$ cat config.mk
export PLATFORM = sky130hd
export DESIGN_NAME = ifd_decoder
export DESIGN_NICKNAME = d
export VERILOG_FILES = /design/src/hdl/ifd_decoder.v
export VERILOG_INCLUDE_DIRS = /design/src /design/src/hdl
export SDC_FILE = /design/constraint.sdc
export NUM_CORES = 1
export LEC_CHECK = 0
export BUFFER_PORTS_ARGS = -buffer_cell sky130_fd_sc_hd__buf_2
export CORE_UTILIZATION = 50
export CTS_BUF_LIST = sky130_fd_sc_hd__clkbuf_2
export DETAILED_ROUTE_END_ITERATION = 8
export MAX_ROUTING_LAYER = met4
export PLACE_DENSITY_LB_ADDON = 0.12
export SLEW_MARGIN = 15
export SYNTH_ARGS = -nofsm -noshare
export SYNTH_HDL_FRONTEND = slang
export SYNTH_SLANG_ARGS = --single-unit
export TNS_END_PERCENT = 10
$ cat constraint.sdc
create_clock -name mclk -period 6.1 [get_ports mclk]
set_clock_uncertainty 0.15 [all_clocks]
set_input_delay 1.22 -clock mclk [delete_from_list [all_inputs] [get_ports mclk]]
set_output_delay 1.22 -clock mclk [all_outputs]
set_load 0.005 [all_outputs]
$ cat src/hdl/ifd_defs.vh
// Purpose: Constants for the instruction format decoder: register map, fields, timing, opcodes.
// Assumes: Included by hdl/ifd_decoder.v and by the testbench.
// Notes:   Definitions only.
`ifndef IFD_DEFS_VH
`define IFD_DEFS_VH

// Register byte offsets
`define IFD_OFS_INSTR       8'h00
`define IFD_OFS_CTRL        8'h04
`define IFD_OFS_STATUS      8'h08
`define IFD_OFS_FIELDA      8'h0C
`define IFD_OFS_FIELDB      8'h10
`define IFD_OFS_FIELDC      8'h14

// Reset values
`define IFD_INSTR_RST       14'h0000
`define IFD_CTRL_RST        3'h0

// Control register bits
`define IFD_CTRL_SKIP_TRUE  0
`define IFD_CTRL_PTR0_PROG  1
`define IFD_CTRL_PTR1_PROG  2

// Word geometry
`define IFD_WORD_W          14
`define IFD_FILE_W          7

// Format classes
`define IFD_CLS_BYTE        2'h0
`define IFD_CLS_BIT         2'h1
`define IFD_CLS_LIT         2'h2

// Timing: oscillator clocks per instruction cycle
`define IFD_CLK_PER_ICYC    4
`define IFD_QPH_LAST        2'h3
`define IFD_QPH_READ        2'h1
`define IFD_QPH_WRITE       2'h3

// Opcode patterns
`define IFD_OP3_CALL        3'h4
`define IFD_OP3_JUMP        3'h5
`define IFD_OP5_RELJ        5'h19
`define IFD_OP6_RETLIT      6'h34
`define IFD_OP6_DECSKIP     6'h0B
`define IFD_OP6_INCSKIP     6'h0F
`define IFD_OP7_PAGELD      7'h63
`define IFD_OP7_PTROFS      7'h62
`define IFD_OP9_BANKLD      9'h001
`define IFD_OP11_PTRINC0    11'h002
`define IFD_OP11_PTRINC1    11'h003
`define IFD_W_SUBRET        14'h0008
`define IFD_W_INTEXIT       14'h0009
`define IFD_W_ACCCALL       14'h000A
`define IFD_W_ACCRELJ       14'h000B

// Indirect access register file addresses
`define IFD_IND0_ADDR       7'h00
`define IFD_IND1_ADDR       7'h01

`endif

$ cat src/hdl/ifd_decoder.v
// Purpose: Sorts 14-bit instruction words into format classes, extracts fields and
//          sequences instruction cycles with read-modify-write strobes for the datapath.
// Assumes: APB master in the mclk domain; inputs synchronous to mclk.
// Notes:   Software issues a word by writing the instruction register.
//
// The APB register port and the register addresses are this design's own decisions.
`timescale 1ns/100ps
`default_nettype none
`include "ifd_defs.vh"

// How it works
// (RQ1) Each instruction is one 14-bit word holding opcode and all operands.
// (RQ2) Words are sorted into byte-oriented, bit-oriented and literal/control classes.
// (RQ3) One instruction cycle per instruction, except the listed multi-cycle cases.
// (RQ4) Direct and accumulator subroutine invokes take two cycles.
// (RQ5) Subroutine exit, exit with literal and interrupt exit take two cycles.
// (RQ6) Jumps, and skips that change flow, take two cycles.
// (RQ7) Indirect access with pointer in program memory adds one cycle.
// (RQ8) One instruction cycle is four oscillator clocks.
// (RQ9) File operands are read, modified and stored; read happens even for pure writes.
// (RQ10) Destination bit 0 routes result to accumulator, 1 to the file register.
// (RQ11) File address is seven bits, 0x00 to 0x7F.
// (RQ12) Byte format: opcode 13..8, destination bit 7, file address 6..0.
// (RQ13) Bit format: opcode 13..10, bit position 9..7, file address 6..0.
// (RQ14) General literal format: opcode 13..8, 8-bit immediate 7..0.
// (RQ15) Direct invoke and absolute jump: opcode 13..11, 11-bit target 10..0.
// (RQ16) Page latch load: opcode 13..7, 7-bit immediate 6..0.
// (RQ17) Bank select load: 5-bit immediate in the low bits.
// (RQ18) Relative jump: opcode 13..9, 9-bit offset 8..0.
// (RQ19) Pointer offset: bit 6 selects pointer, bits 5..0 are the offset.
// (RQ20) Pointer increment: bit 2 selects pointer, bits 1..0 select the mode.
// (RQ21) Don't-care bits are ignored; either value decodes alike. Here don't-care file address bits still feed the indirect extra-cycle test.
// (RQ22) Second cycle of a flow change or taken skip is an idle cycle.
// (RQ23) A skip with false condition completes in one cycle.
module ifd_decoder (
	// Clock, reset, enable
	input  wire        mclk,
	input  wire        nrst,
	input  wire        ce,
	// APB slave
	input  wire        psel,
	input  wire        penable,
	input  wire        pwrite,
	input  wire [7:0]  paddr,
	input  wire [31:0] pwdata,
	output reg  [31:0] prdata,
	output reg         pready,
	output reg         pslverr,
	// Datapath strobes
	output reg         dp_read_q,
	output reg         dp_wr_file_q,
	output reg         dp_wr_acc_q,
	output reg  [6:0]  dp_addr_q,
	output reg         dp_idle_q,
	output reg         dp_icyc_q,
	output reg         dp_busy_q,
	output reg         dp_done_q
);

	localparam [2:0] ST_IDLE = 3'b001;
	localparam [2:0] ST_EXEC = 3'b010;
	localparam [2:0] ST_WAIT = 3'b100;

	// Cycle count of one instruction
	function [1:0] ifd_cycles;
		input flow;
		input ind;
		begin
			ifd_cycles = 2'h1 + {1'b0, flow} + {1'b0, ind}; // RQ3
		end
	endfunction

	// Indirect access register test
	function ifd_is_ind;
		input [6:0] addr;
		input       sel;
		begin
			ifd_is_ind = (addr == `IFD_IND0_ADDR) || (addr == `IFD_IND1_ADDR);
			ifd_is_ind = ifd_is_ind && sel;
		end
	endfunction

	// Field slices for the field readback; all but bit position and op7 also serve the issue decode
	function [5:0] ifd_op6;
		input [13:0] iw;
		begin
			ifd_op6 = iw[13:8]; // RQ12
		end
	endfunction

	function [6:0] ifd_file;
		input [13:0] iw;
		begin
			ifd_file = iw[6:0]; // RQ11
		end
	endfunction

	function [3:0] ifd_op4;
		input [13:0] iw;
		begin
			ifd_op4 = iw[13:10]; // RQ13
		end
	endfunction

	function [2:0] ifd_bitpos;
		input [13:0] iw;
		begin
			ifd_bitpos = iw[9:7]; // RQ13
		end
	endfunction

	function [2:0] ifd_op3;
		input [13:0] iw;
		begin
			ifd_op3 = iw[13:11]; // RQ15
		end
	endfunction

	function [4:0] ifd_op5;
		input [13:0] iw;
		begin
			ifd_op5 = iw[13:9]; // RQ18
		end
	endfunction

	function [6:0] ifd_op7;
		input [13:0] iw;
		begin
			ifd_op7 = iw[13:7]; // RQ16
		end
	endfunction

	// True at the phase end that closes the last instruction cycle of a word
	function ifd_last;
		input       ph_end;
		input [1:0] done;
		input [1:0] tot;
		begin
			ifd_last = ph_end && (done + 2'h1 == tot);
		end
	endfunction

	reg         rst_s1_n_q;
	reg         rst_n_q;
	reg  [13:0] instr_q;
	reg  [2:0]  ctrl_q;
	reg  [2:0]  state_q;
	reg  [1:0]  qph_q;
	reg  [1:0]  cyc_tot_q;
	reg  [1:0]  cyc_done_q;
	reg  [1:0]  cls_q;
	reg         file_op_q;
	reg         wr_file_q;
	reg         wr_acc_q;

	// Reset release through two flops
	always @(posedge mclk or negedge nrst) begin
		if (!nrst) begin
			rst_s1_n_q <= 1'b0;
			rst_n_q    <= 1'b0;
		end else begin
			rst_s1_n_q <= 1'b1;
			rst_n_q    <= rst_s1_n_q;
		end
	end

	// Field slicing of the pending word, byte, bit, literal, invoke/jump and relative jump layouts in parallel
	wire [13:0] w        = pwdata[13:0];  // RQ1
	wire [5:0]  op6      = ifd_op6(w);    // RQ12
	wire        dsel     = w[7];
	wire [6:0]  faddr    = ifd_file(w);   // RQ11
	wire [3:0]  op4      = ifd_op4(w);    // RQ13
	wire [2:0]  op3      = ifd_op3(w);    // RQ15
	wire [4:0]  op5      = ifd_op5(w);    // RQ18

	// Decode compares only the opcode bits, but don't-care file address bits still reach ind_extra through faddr
	wire is_ctl0   = (op6 == 6'h00) && !dsel; // RQ21
	wire is_byte11 = (op6 == 6'h35) || (op6 == 6'h36) || (op6 == 6'h37) ||
	                 (op6 == 6'h3B) || (op6 == 6'h3D);
	wire is_byte   = ((w[13:12] == 2'b00) && !is_ctl0) || is_byte11;
	wire is_bit    = (w[13:12] == 2'b01);
	wire [1:0] cls = is_byte ? `IFD_CLS_BYTE : (is_bit ? `IFD_CLS_BIT : `IFD_CLS_LIT); // RQ2

	wire is_call    = (op3 == `IFD_OP3_CALL);
	wire is_accall  = (w == `IFD_W_ACCCALL);
	wire is_subret  = (w == `IFD_W_SUBRET);
	wire is_intexit = (w == `IFD_W_INTEXIT);
	wire is_retlit  = (op6 == `IFD_OP6_RETLIT);
	wire is_jump    = (op3 == `IFD_OP3_JUMP);
	wire is_relj    = (op5 == `IFD_OP5_RELJ);
	wire is_accrelj = (w == `IFD_W_ACCRELJ);
	wire is_bitskip = is_bit && op4[1];
	wire is_byteskip = (op6 == `IFD_OP6_DECSKIP) || (op6 == `IFD_OP6_INCSKIP);
	wire is_skip    = is_bitskip || is_byteskip;

	wire flow_invoke = is_call || is_accall;                     // RQ4
	wire flow_exit   = is_subret || is_retlit || is_intexit;     // RQ5
	wire flow_jump   = is_jump || is_relj || is_accrelj;         // RQ6
	// A false skip adds no flow cycle and runs in one cycle unless its file address is a pointer held in program memory
	wire flow_skip   = is_skip && ctrl_q[`IFD_CTRL_SKIP_TRUE];   // RQ6 RQ23
	wire flow        = flow_invoke || flow_exit || flow_jump || flow_skip;

	wire file_op = is_byte || is_bit;
	wire ptr_prog = faddr[0] ? ctrl_q[`IFD_CTRL_PTR1_PROG] : ctrl_q[`IFD_CTRL_PTR0_PROG];
	wire ind_extra = file_op && ifd_is_ind(faddr, ptr_prog);     // RQ7

	// Bit skips only test; bit clear and set store to the file register
	wire wfile = (is_byte && dsel) || (is_bit && !op4[1]);       // RQ10
	wire wacc  = is_byte && !dsel;                               // RQ10

	// APB decode
	wire acc_ph  = psel && penable;
	wire done_ph = acc_ph && pready;
	wire wr_instr = done_ph && pwrite && (paddr == `IFD_OFS_INSTR) && (state_q == ST_IDLE);
	wire wr_ctrl  = done_ph && pwrite && (paddr == `IFD_OFS_CTRL);

	wire icyc_end = (qph_q == `IFD_QPH_LAST); // RQ8
	wire last_end = ifd_last(icyc_end, cyc_done_q, cyc_tot_q); // RQ3

	reg        map_ok;
	reg        err_d;
	reg [31:0] rd_d;

	always @* begin
		map_ok = 1'b1;
		err_d  = 1'b0;
		rd_d   = 32'h0000_0000;
		if (paddr == `IFD_OFS_INSTR) begin
			rd_d[13:0] = instr_q;
			err_d = pwrite && (state_q != ST_IDLE);
		end else if (paddr == `IFD_OFS_CTRL) begin
			rd_d[2:0] = ctrl_q;
		end else if (paddr == `IFD_OFS_STATUS) begin
			rd_d[0]   = (state_q != ST_IDLE);
			rd_d[2:1] = cls_q;
			rd_d[4:3] = cyc_tot_q;
			rd_d[6:5] = cyc_done_q;
			rd_d[7]   = (state_q == ST_WAIT);
			rd_d[9:8] = qph_q;
			err_d = pwrite;
		end else if (paddr == `IFD_OFS_FIELDA) begin
			rd_d[5:0]   = ifd_op6(instr_q);    // RQ12
			rd_d[6]     = instr_q[7];
			rd_d[13:7]  = ifd_file(instr_q);
			rd_d[17:14] = ifd_op4(instr_q);    // RQ13
			rd_d[20:18] = ifd_bitpos(instr_q);
			rd_d[23:21] = ifd_op3(instr_q);    // RQ15
			rd_d[28:24] = ifd_op5(instr_q);    // RQ18
			err_d = pwrite;
		end else if (paddr == `IFD_OFS_FIELDB) begin
			rd_d[7:0]   = instr_q[7:0];    // RQ14
			rd_d[18:8]  = instr_q[10:0];   // RQ15
			rd_d[27:19] = instr_q[8:0];    // RQ18
			err_d = pwrite;
		end else if (paddr == `IFD_OFS_FIELDC) begin
			rd_d[6:0]   = instr_q[6:0];    // RQ16
			rd_d[11:7]  = instr_q[4:0];    // RQ17
			rd_d[17:12] = instr_q[5:0];    // RQ19
			rd_d[18]    = instr_q[6];      // RQ19
			rd_d[19]    = instr_q[2];      // RQ20
			rd_d[21:20] = instr_q[1:0];    // RQ20
			rd_d[28:22] = ifd_op7(instr_q); // RQ16
			err_d = pwrite;
		end else begin
			map_ok = 1'b0;
		end
		if (!map_ok)
			err_d = 1'b1;
	end

	// APB slave: one wait state, answer registered
	always @(posedge mclk or negedge rst_n_q) begin
		if (!rst_n_q) begin
			pready  <= 1'b0;
			pslverr <= 1'b0;
			prdata  <= 32'h0000_0000;
		end else if (ce) begin
			if (acc_ph && !pready) begin
				pready  <= 1'b1;
				pslverr <= err_d;
				prdata  <= pwrite ? 32'h0000_0000 : rd_d;
			end else begin
				pready  <= 1'b0;
				pslverr <= 1'b0;
			end
		end
	end

	// Control bits steer cycle counting of the next issued word
	always @(posedge mclk or negedge rst_n_q) begin
		if (!rst_n_q)
			ctrl_q <= `IFD_CTRL_RST;
		else if (ce && wr_ctrl)
			ctrl_q <= pwdata[2:0];
	end

	// Issue: latch word and its decode, then run instruction cycles
	always @(posedge mclk or negedge rst_n_q) begin
		if (!rst_n_q) begin
			instr_q    <= `IFD_INSTR_RST;
			state_q    <= ST_IDLE;
			qph_q      <= 2'h0;
			cyc_tot_q  <= 2'h0;
			cyc_done_q <= 2'h0;
			cls_q      <= `IFD_CLS_BYTE;
			file_op_q  <= 1'b0;
			wr_file_q  <= 1'b0;
			wr_acc_q   <= 1'b0;
		end else if (ce) begin
			case (state_q)
				ST_IDLE: begin
					qph_q <= 2'h0;
					if (wr_instr) begin
						instr_q    <= w;
						cls_q      <= cls;
						file_op_q  <= file_op;
						wr_file_q  <= wfile;
						wr_acc_q   <= wacc;
						cyc_tot_q  <= ifd_cycles(flow, ind_extra); // RQ3 RQ7
						cyc_done_q <= 2'h0;
						state_q    <= ST_EXEC;
					end
				end
				ST_EXEC: begin
					qph_q <= qph_q + 2'h1; // RQ8
					if (icyc_end) begin
						cyc_done_q <= cyc_done_q + 2'h1;
						if (cyc_tot_q == 2'h1)
							state_q <= ST_IDLE;   // RQ23
						else
							state_q <= ST_WAIT;   // RQ22
					end
				end
				ST_WAIT: begin
					qph_q <= qph_q + 2'h1;
					if (icyc_end) begin
						cyc_done_q <= cyc_done_q + 2'h1;
						if (last_end)
							state_q <= ST_IDLE;
					end
				end
				default: begin
					state_q <= ST_IDLE;
				end
			endcase
		end
	end

	// Datapath strobes; all outputs registered
	always @(posedge mclk or negedge rst_n_q) begin
		if (!rst_n_q) begin
			dp_read_q    <= 1'b0;
			dp_wr_file_q <= 1'b0;
			dp_wr_acc_q  <= 1'b0;
			dp_addr_q    <= 7'h00;
			dp_idle_q    <= 1'b0;
			dp_icyc_q    <= 1'b0;
			dp_busy_q    <= 1'b0;
			dp_done_q    <= 1'b0;
		end else if (ce) begin
			dp_addr_q <= ifd_file(instr_q); // RQ11
			// Read even when the instruction only writes, so peripheral side effects occur
			dp_read_q    <= (state_q == ST_EXEC) && file_op_q && (qph_q == `IFD_QPH_READ);  // RQ9
			dp_wr_file_q <= (state_q == ST_EXEC) && wr_file_q && (qph_q == `IFD_QPH_WRITE); // RQ9 RQ10
			dp_wr_acc_q  <= (state_q == ST_EXEC) && wr_acc_q && (qph_q == `IFD_QPH_WRITE);  // RQ10
			// Idle drops with the last phase end, so it never outlasts busy
			dp_idle_q    <= ((state_q == ST_WAIT) || ((state_q == ST_EXEC) && icyc_end)) &&
			                !last_end; // RQ22
			dp_icyc_q    <= ((state_q == ST_IDLE) && wr_instr) ||
			                ((state_q != ST_IDLE) && icyc_end && !last_end); // RQ8
			dp_busy_q    <= (state_q == ST_IDLE) ? wr_instr : !last_end;
			dp_done_q    <= (state_q != ST_IDLE) && last_end; // RQ3
		end
	end

endmodule // ifd_decoder
`default_nettype wire

# After elaboration in Yosys (flattened, before gate mapping)
# Index checks and enable logic that the tools add are counted.
# word_totals
inputBits,46
elab_cells,174
latch_bits,0
mem_count,0
output_inout_bits,48
reg_bits,81
mem_bits_ro,0
ramBits,0
# op_classes
muxes,45
n_div,0
addsub,4
n_bitwise,0
n_lt_le_gt_ge,0
eq_ne,35
n_reduce_logical,67
shift,0
mul,0
# op_table
cell,n
2-to-1 mux 29 bit,8
== test 14 x 4 -> 1 bit (second input constant),4
== test 6 bit (second input constant),6
logical AND 1 bit,31
2-to-1 mux 28 bit,1
2-to-1 mux 26 bit,1
logical OR 1 bit,20
2-to-1 mux 19 bit,1
2-to-1 mux 1 bit,18
2-to-1 mux 3 bit,6
== test 8 x 4 -> 1 bit (second input constant),2
== test 8 x 5 -> 1 bit (second input constant),2
2-to-1 mux 15 bit,1
2-to-1 mux 14 bit,1
== test 6 x 4 -> 1 bit (second input constant),2
2-to-1 mux 10 bit,1
== test 3 bit (second input constant),3
case mux 3 bit (3 select lines),1
== test 8 x 3 -> 1 bit (second input constant),1
zero test 8 bit,1
2-to-1 mux 2 bit,4
inequality test 2 bit (second input constant),4
case mux 2 bit (2 select lines),2
== test 7 x 1 -> 1 bit (second input constant),1
21 further kinds,29

# Depth between registers and ports, before layout
# logic_depth
ltp_word,13
ltp_mapped,7
ltp_nobuf,7

# Worst setup path before layout
# Ideal clock, no wire load.
# synth_path
path_type,in2reg
startpoint,input port paddr[7]
endpoint,register prdata[11]
n_path_buf,1
t_required_ns,5.824
arrival_ns,2.627
path_slack_ns,3.197
setup_ns,0.126
stages,6
cell_sequence,or4_4 > or3_1 > buf_6 > a21oi_2 > nor3_1 > a221o_1
# synth_between
elab_chain_cells,13
elab_cells_between_ends,18
cone_classes,eq/ne (5); mux (12); reduce/logical (1)
# synth_lines
element,line_no,rtl
"start, declared",ifd_decoder.v:44,"input wire [7:0] paddr,"
== test 8 x 5 -> 1 bit (no line),n/a,
2-to-1 mux 29 bit,ifd_decoder.v:255,end else if (paddr == `IFD_OFS_FIELDC) begin
2-to-1 mux 29 bit,ifd_decoder.v:250,end else if (paddr == `IFD_OFS_FIELDB) begin
2-to-1 mux 29 bit,ifd_decoder.v:241,end else if (paddr == `IFD_OFS_FIELDA) begin
2-to-1 mux 29 bit,ifd_decoder.v:233,end else if (paddr == `IFD_OFS_STATUS) begin
2-to-1 mux 29 bit,ifd_decoder.v:231,end else if (paddr == `IFD_OFS_CTRL) begin
2-to-1 mux 29 bit,ifd_decoder.v:228,if (paddr == `IFD_OFS_INSTR) begin
2-to-1 mux 28 bit,ifd_decoder.v:250,
2-to-1 mux 29 bit,ifd_decoder.v:241,
2-to-1 mux 19 bit,ifd_decoder.v:233,
2-to-1 mux 26 bit,ifd_decoder.v:231,
2-to-1 mux 14 bit (*),ifd_decoder.v:228,
2-to-1 mux 29 bit (*),ifd_decoder.v:281,prdata <= pwrite ? 32'h0000_0000 : rd_d;
"end signal, assigned",ifd_decoder.v:281,
"end, declared",ifd_decoder.v:46,"output reg [31:0] prdata,"
# Every way passes the cells marked *; elsewhere a longest branch is shown, timed or not. The select of a mux whose other input is x is not followed.
# A chain may end at the register's enable or synchronous reset.

# Worst setup path in the final report
# layout_path
startpoint,input port ce
endpoint,register prdata[9]
# layout_between
elab_chain_cells,1
# layout_lines
element,line_no,rtl
"start, declared",ifd_decoder.v:39,"input wire ce,"
AND reduction 2 bit (no line),n/a,
# Every way passes these cells.

==> flow_summary.yaml <==
place:
  place_ws_ns: 1.98
  placed_cell_area_sq_um: 4580
  dp_cells: 594
  dp.final_hpwl_um: 7740
  gp_congestion: 0.926
  io_buffers: 72
drt:
  vias_per_cell: 5.93
  via_count: 3619
  dr.pass1.iters: 5
  route.detailed.drc: 0
  routed_wirelength_um: 11100
  wire_per_inst_um: 18.1
  drt_iter0_markers: 322
  ant_nets: 0
logic_synthesis:
  yosysWarnings: 0
  synth_area_sq_um: 4260
  synth_edf_count: 0
  ys_async_sr_fraction_pct: 100
  synth_area_leaders: "dfrtp_1 (45%), mux2_2 (6.3%), nand2_1 (4.9%)"
  yosys.cell_types.count: 62
  ys.flop_type: "dfrtp_1"
  synth_top_area_share_pct: 45.3
  synthCells: 450
  syn_avg_cell_area_sq_um: 9.46
  seq_area_frac_synth_pct: 45.9
  yosys.area.top_type: "dfrtp_1"
  synth_seq_cells: 78
critical_path:
  worst-path-max-fanout: 36
  worstPathRequired_ns: 6.40
  crit_path_end_kind: "flop"
  worstSetupPathType: "input pin to flop"
  r2r_setup_slack_ns: 3.32
  start_kind: "input pin"
  reg2regPathDepth: 5
  arrival_ns: 3.90
min_path:
  holdPathStages: 0
  min_path_type: "flop to flop"
cells_and_area:
  fin_util_pct: 57.5
  fin_area_sq_um: 4730
  num_antenna_cells: 0
  layout-drive-gt1-share_pct: 25.3
  num-nets-final: 549
  synthToLayoutAreaGrowth_pct: 11.1
  stdcell_count: 610
timing:
  maxSlewViolCount: 0
  relSlewSlack_pct: 33.7
  timing.final.crit_share_pct: 59.0
  layout_setup_ws_ns: 2.50
  max_freq_ghz: 0.278
  min_period_ns: 3.60
  setup_tns_ns: 0
  hold_viol_final: 0
  setup_viol: 0
  worst_slew_pin_slew_ns: 0.987
  rsz0062_at_grt: "false"
clocking:
  clock-sinks: 78
  cts.clk_slew.worst_paths_ns: 0.23
  cts_setup_buffers: 0
  htree_levels: 3
  clk_path_buf_depth: 2
  root_buffer: "clkbuf_2"
  cts_tree: "done"
  cts_resized: 0
  cts-buffers-inserted: 9
  ctsHoldBuffers: 0
  clock_latency_ns: 0.54
die:
  io_pins: 94
  die-area_sq_um: 8890
  start_util_pct: 51.8
  die_x_um: 94.3
  rows: 33
  core-area_sq_um: 8220
  die_h_um: 94.3
grt:
  grt_remaining_overflow: 0
  antenna_found_initial: 0
  grt_pass1_wl_um: 17600
  grt_max_degree: 77
  grt_pass1_vias: 3371
  grt_usage_pct: 27.3
power:
  ir_worst_vdd_mv: 0.140
  power.leakage_nw: 2.16
  power_density_nw_per_um2: 201
status:
  status: "complete, no violations"
run:
  maxCapViolCount: 0
## cells in the final DEF (no fill, tap or decap), drive strengths merged, types with 2 or more instances in the layout
cell type	Yosys	final
and2	4	4
clkbuf	23	10
nor2	26	26
o21a	4	4
o31ai	10	10
a21oi	24	24
nand2	55	55
a211oi	2	2
o22ai	7	7
a32oi	2	2
a22o	2	2
a31oi	6	6
dfrtp	77	77
nor3b	2	2
mux2	25	25
bufinv	0	2
o221ai	5	5
or2	3	3
nor2b	8	8
nand4b	2	2
buf	12	72
a221oi	3	3
o21ai	39	39
nand4	2	2
mux2i	8	8
a22oi	19	19
xor2	2	2
nand2b	5	5
o2bb2ai	2	2
nor3	13	13
a2bb2oi	3	3
ha	3	3
inv	18	20
clkinv	1	3
nand3	10	10
conb	2	4
or3	4	4
## cell families (layout without fill, tap and decap cells)
family | after synthesis | count (layout) | synth area share (%)
other cells | 2 | 4 | 0.176
flops | 78 | 78 | 45.9
buf+inv | 54 | 107 | 5.85
fa+ha+maj | 3 | 3 | 0.882
compound gates | 139 | 139 | 21.6
xor+xnor | 2 | 2 | 0.412
simple gates | 139 | 139 | 16.6
mux | 33 | 33 | 8.58
## registers in the layout (all words and copies together), names as in the netlist, 2 cells and up
signal      cells
prdata         29
instr_q        14
dp_addr_q       7
ctrl_q          3
state_q         3
cls_q           2
cyc_done_q      2
cyc_tot_q       2
qph_q           2
## synthesized netlist by cell type, drive strengths merged, types with 3 or more instances
cell type  count
or2            3
inv           18
o21a           4
o22ai          7
mux2          25
or3            4
nor3          13
clkbuf        23
nand2         55
a21oi         24
buf           12
a31oi          6
and2           4
nor2          26
mux2i          8
o221ai         5
dfrtp         77
nand3         10
a2bb2oi        3
o31ai         10
ha             3
a221oi         3
nor2b          8
o21ai         39
nand2b         5
a22oi         19
## final cells by class
cell class / count / area [sq um]
Timing Repair Buffer: 72 / 360
Inverter: 19 / 71.3
Sequential cell: 78 / 1960
Clock inverter: 6 / 91.3
Tap cell: 105 / 131
Multi-Input combinational cell: 320 / 2070
Fill cell: 750 / 3490
Clock buffer: 10 / 50.0
## path summary, 6_finish.rpt
path                                       from               endpoint
max                                          ce  prdata[9]$_DFFE_PN0P_
min                        rst_s1_n_q$_DFF_PN0_      rst_n_q$_DFF_PN0_
max reg2reg                  pready$_DFFE_PN0P_  prdata[9]$_DFFE_PN0P_
min reg2reg                rst_s1_n_q$_DFF_PN0_      rst_n_q$_DFF_PN0_
max in group asynchronous     rst_n_q$_DFF_PN0_  dp_idle_q$_DFFE_PN0P_
min in group asynchronous                  nrst      rst_n_q$_DFF_PN0_
## stage by stage
stage	total power, W	hold slack [ns]
2_1_floorplan	0.000597	0.181
3_3_place_gp	0.000623	0.186
3_5_place_dp	0.000624	0.188
4_1_cts	0.000956	0.219
5_1_grt	0.000989	0.223
6_report	0.000949	0.233
## metal layers
layer  global-route usage (%)  wire length [um]  vias to the layer above
met1                     37.9              5080                     1733
met2                     40.5              5010                      148
met4                     10.5               233                        0
li1                         -                 -                     1718
met5                        -                 0                        -
met3                     3.64               728                       20
## critical path: stages
cell and delay, ns:
buf_2 0.55, nand4b_4 0.50, or2_2 0.53, nor3_1 0.81, a22oi_1 0.15, o31ai_1 0.13
## report_power, final
| group | total (W) | switching, W | internal, W |
|---|---|---|---|
| Sequential | 0.000543 | 0.0000169 | 0.000526 |
| Clock | 0.000334 | 0.000193 | 0.000140 |
| Combinational | 0.0000731 | 0.0000456 | 0.0000275 |
(Power assumes the default switching activity.)
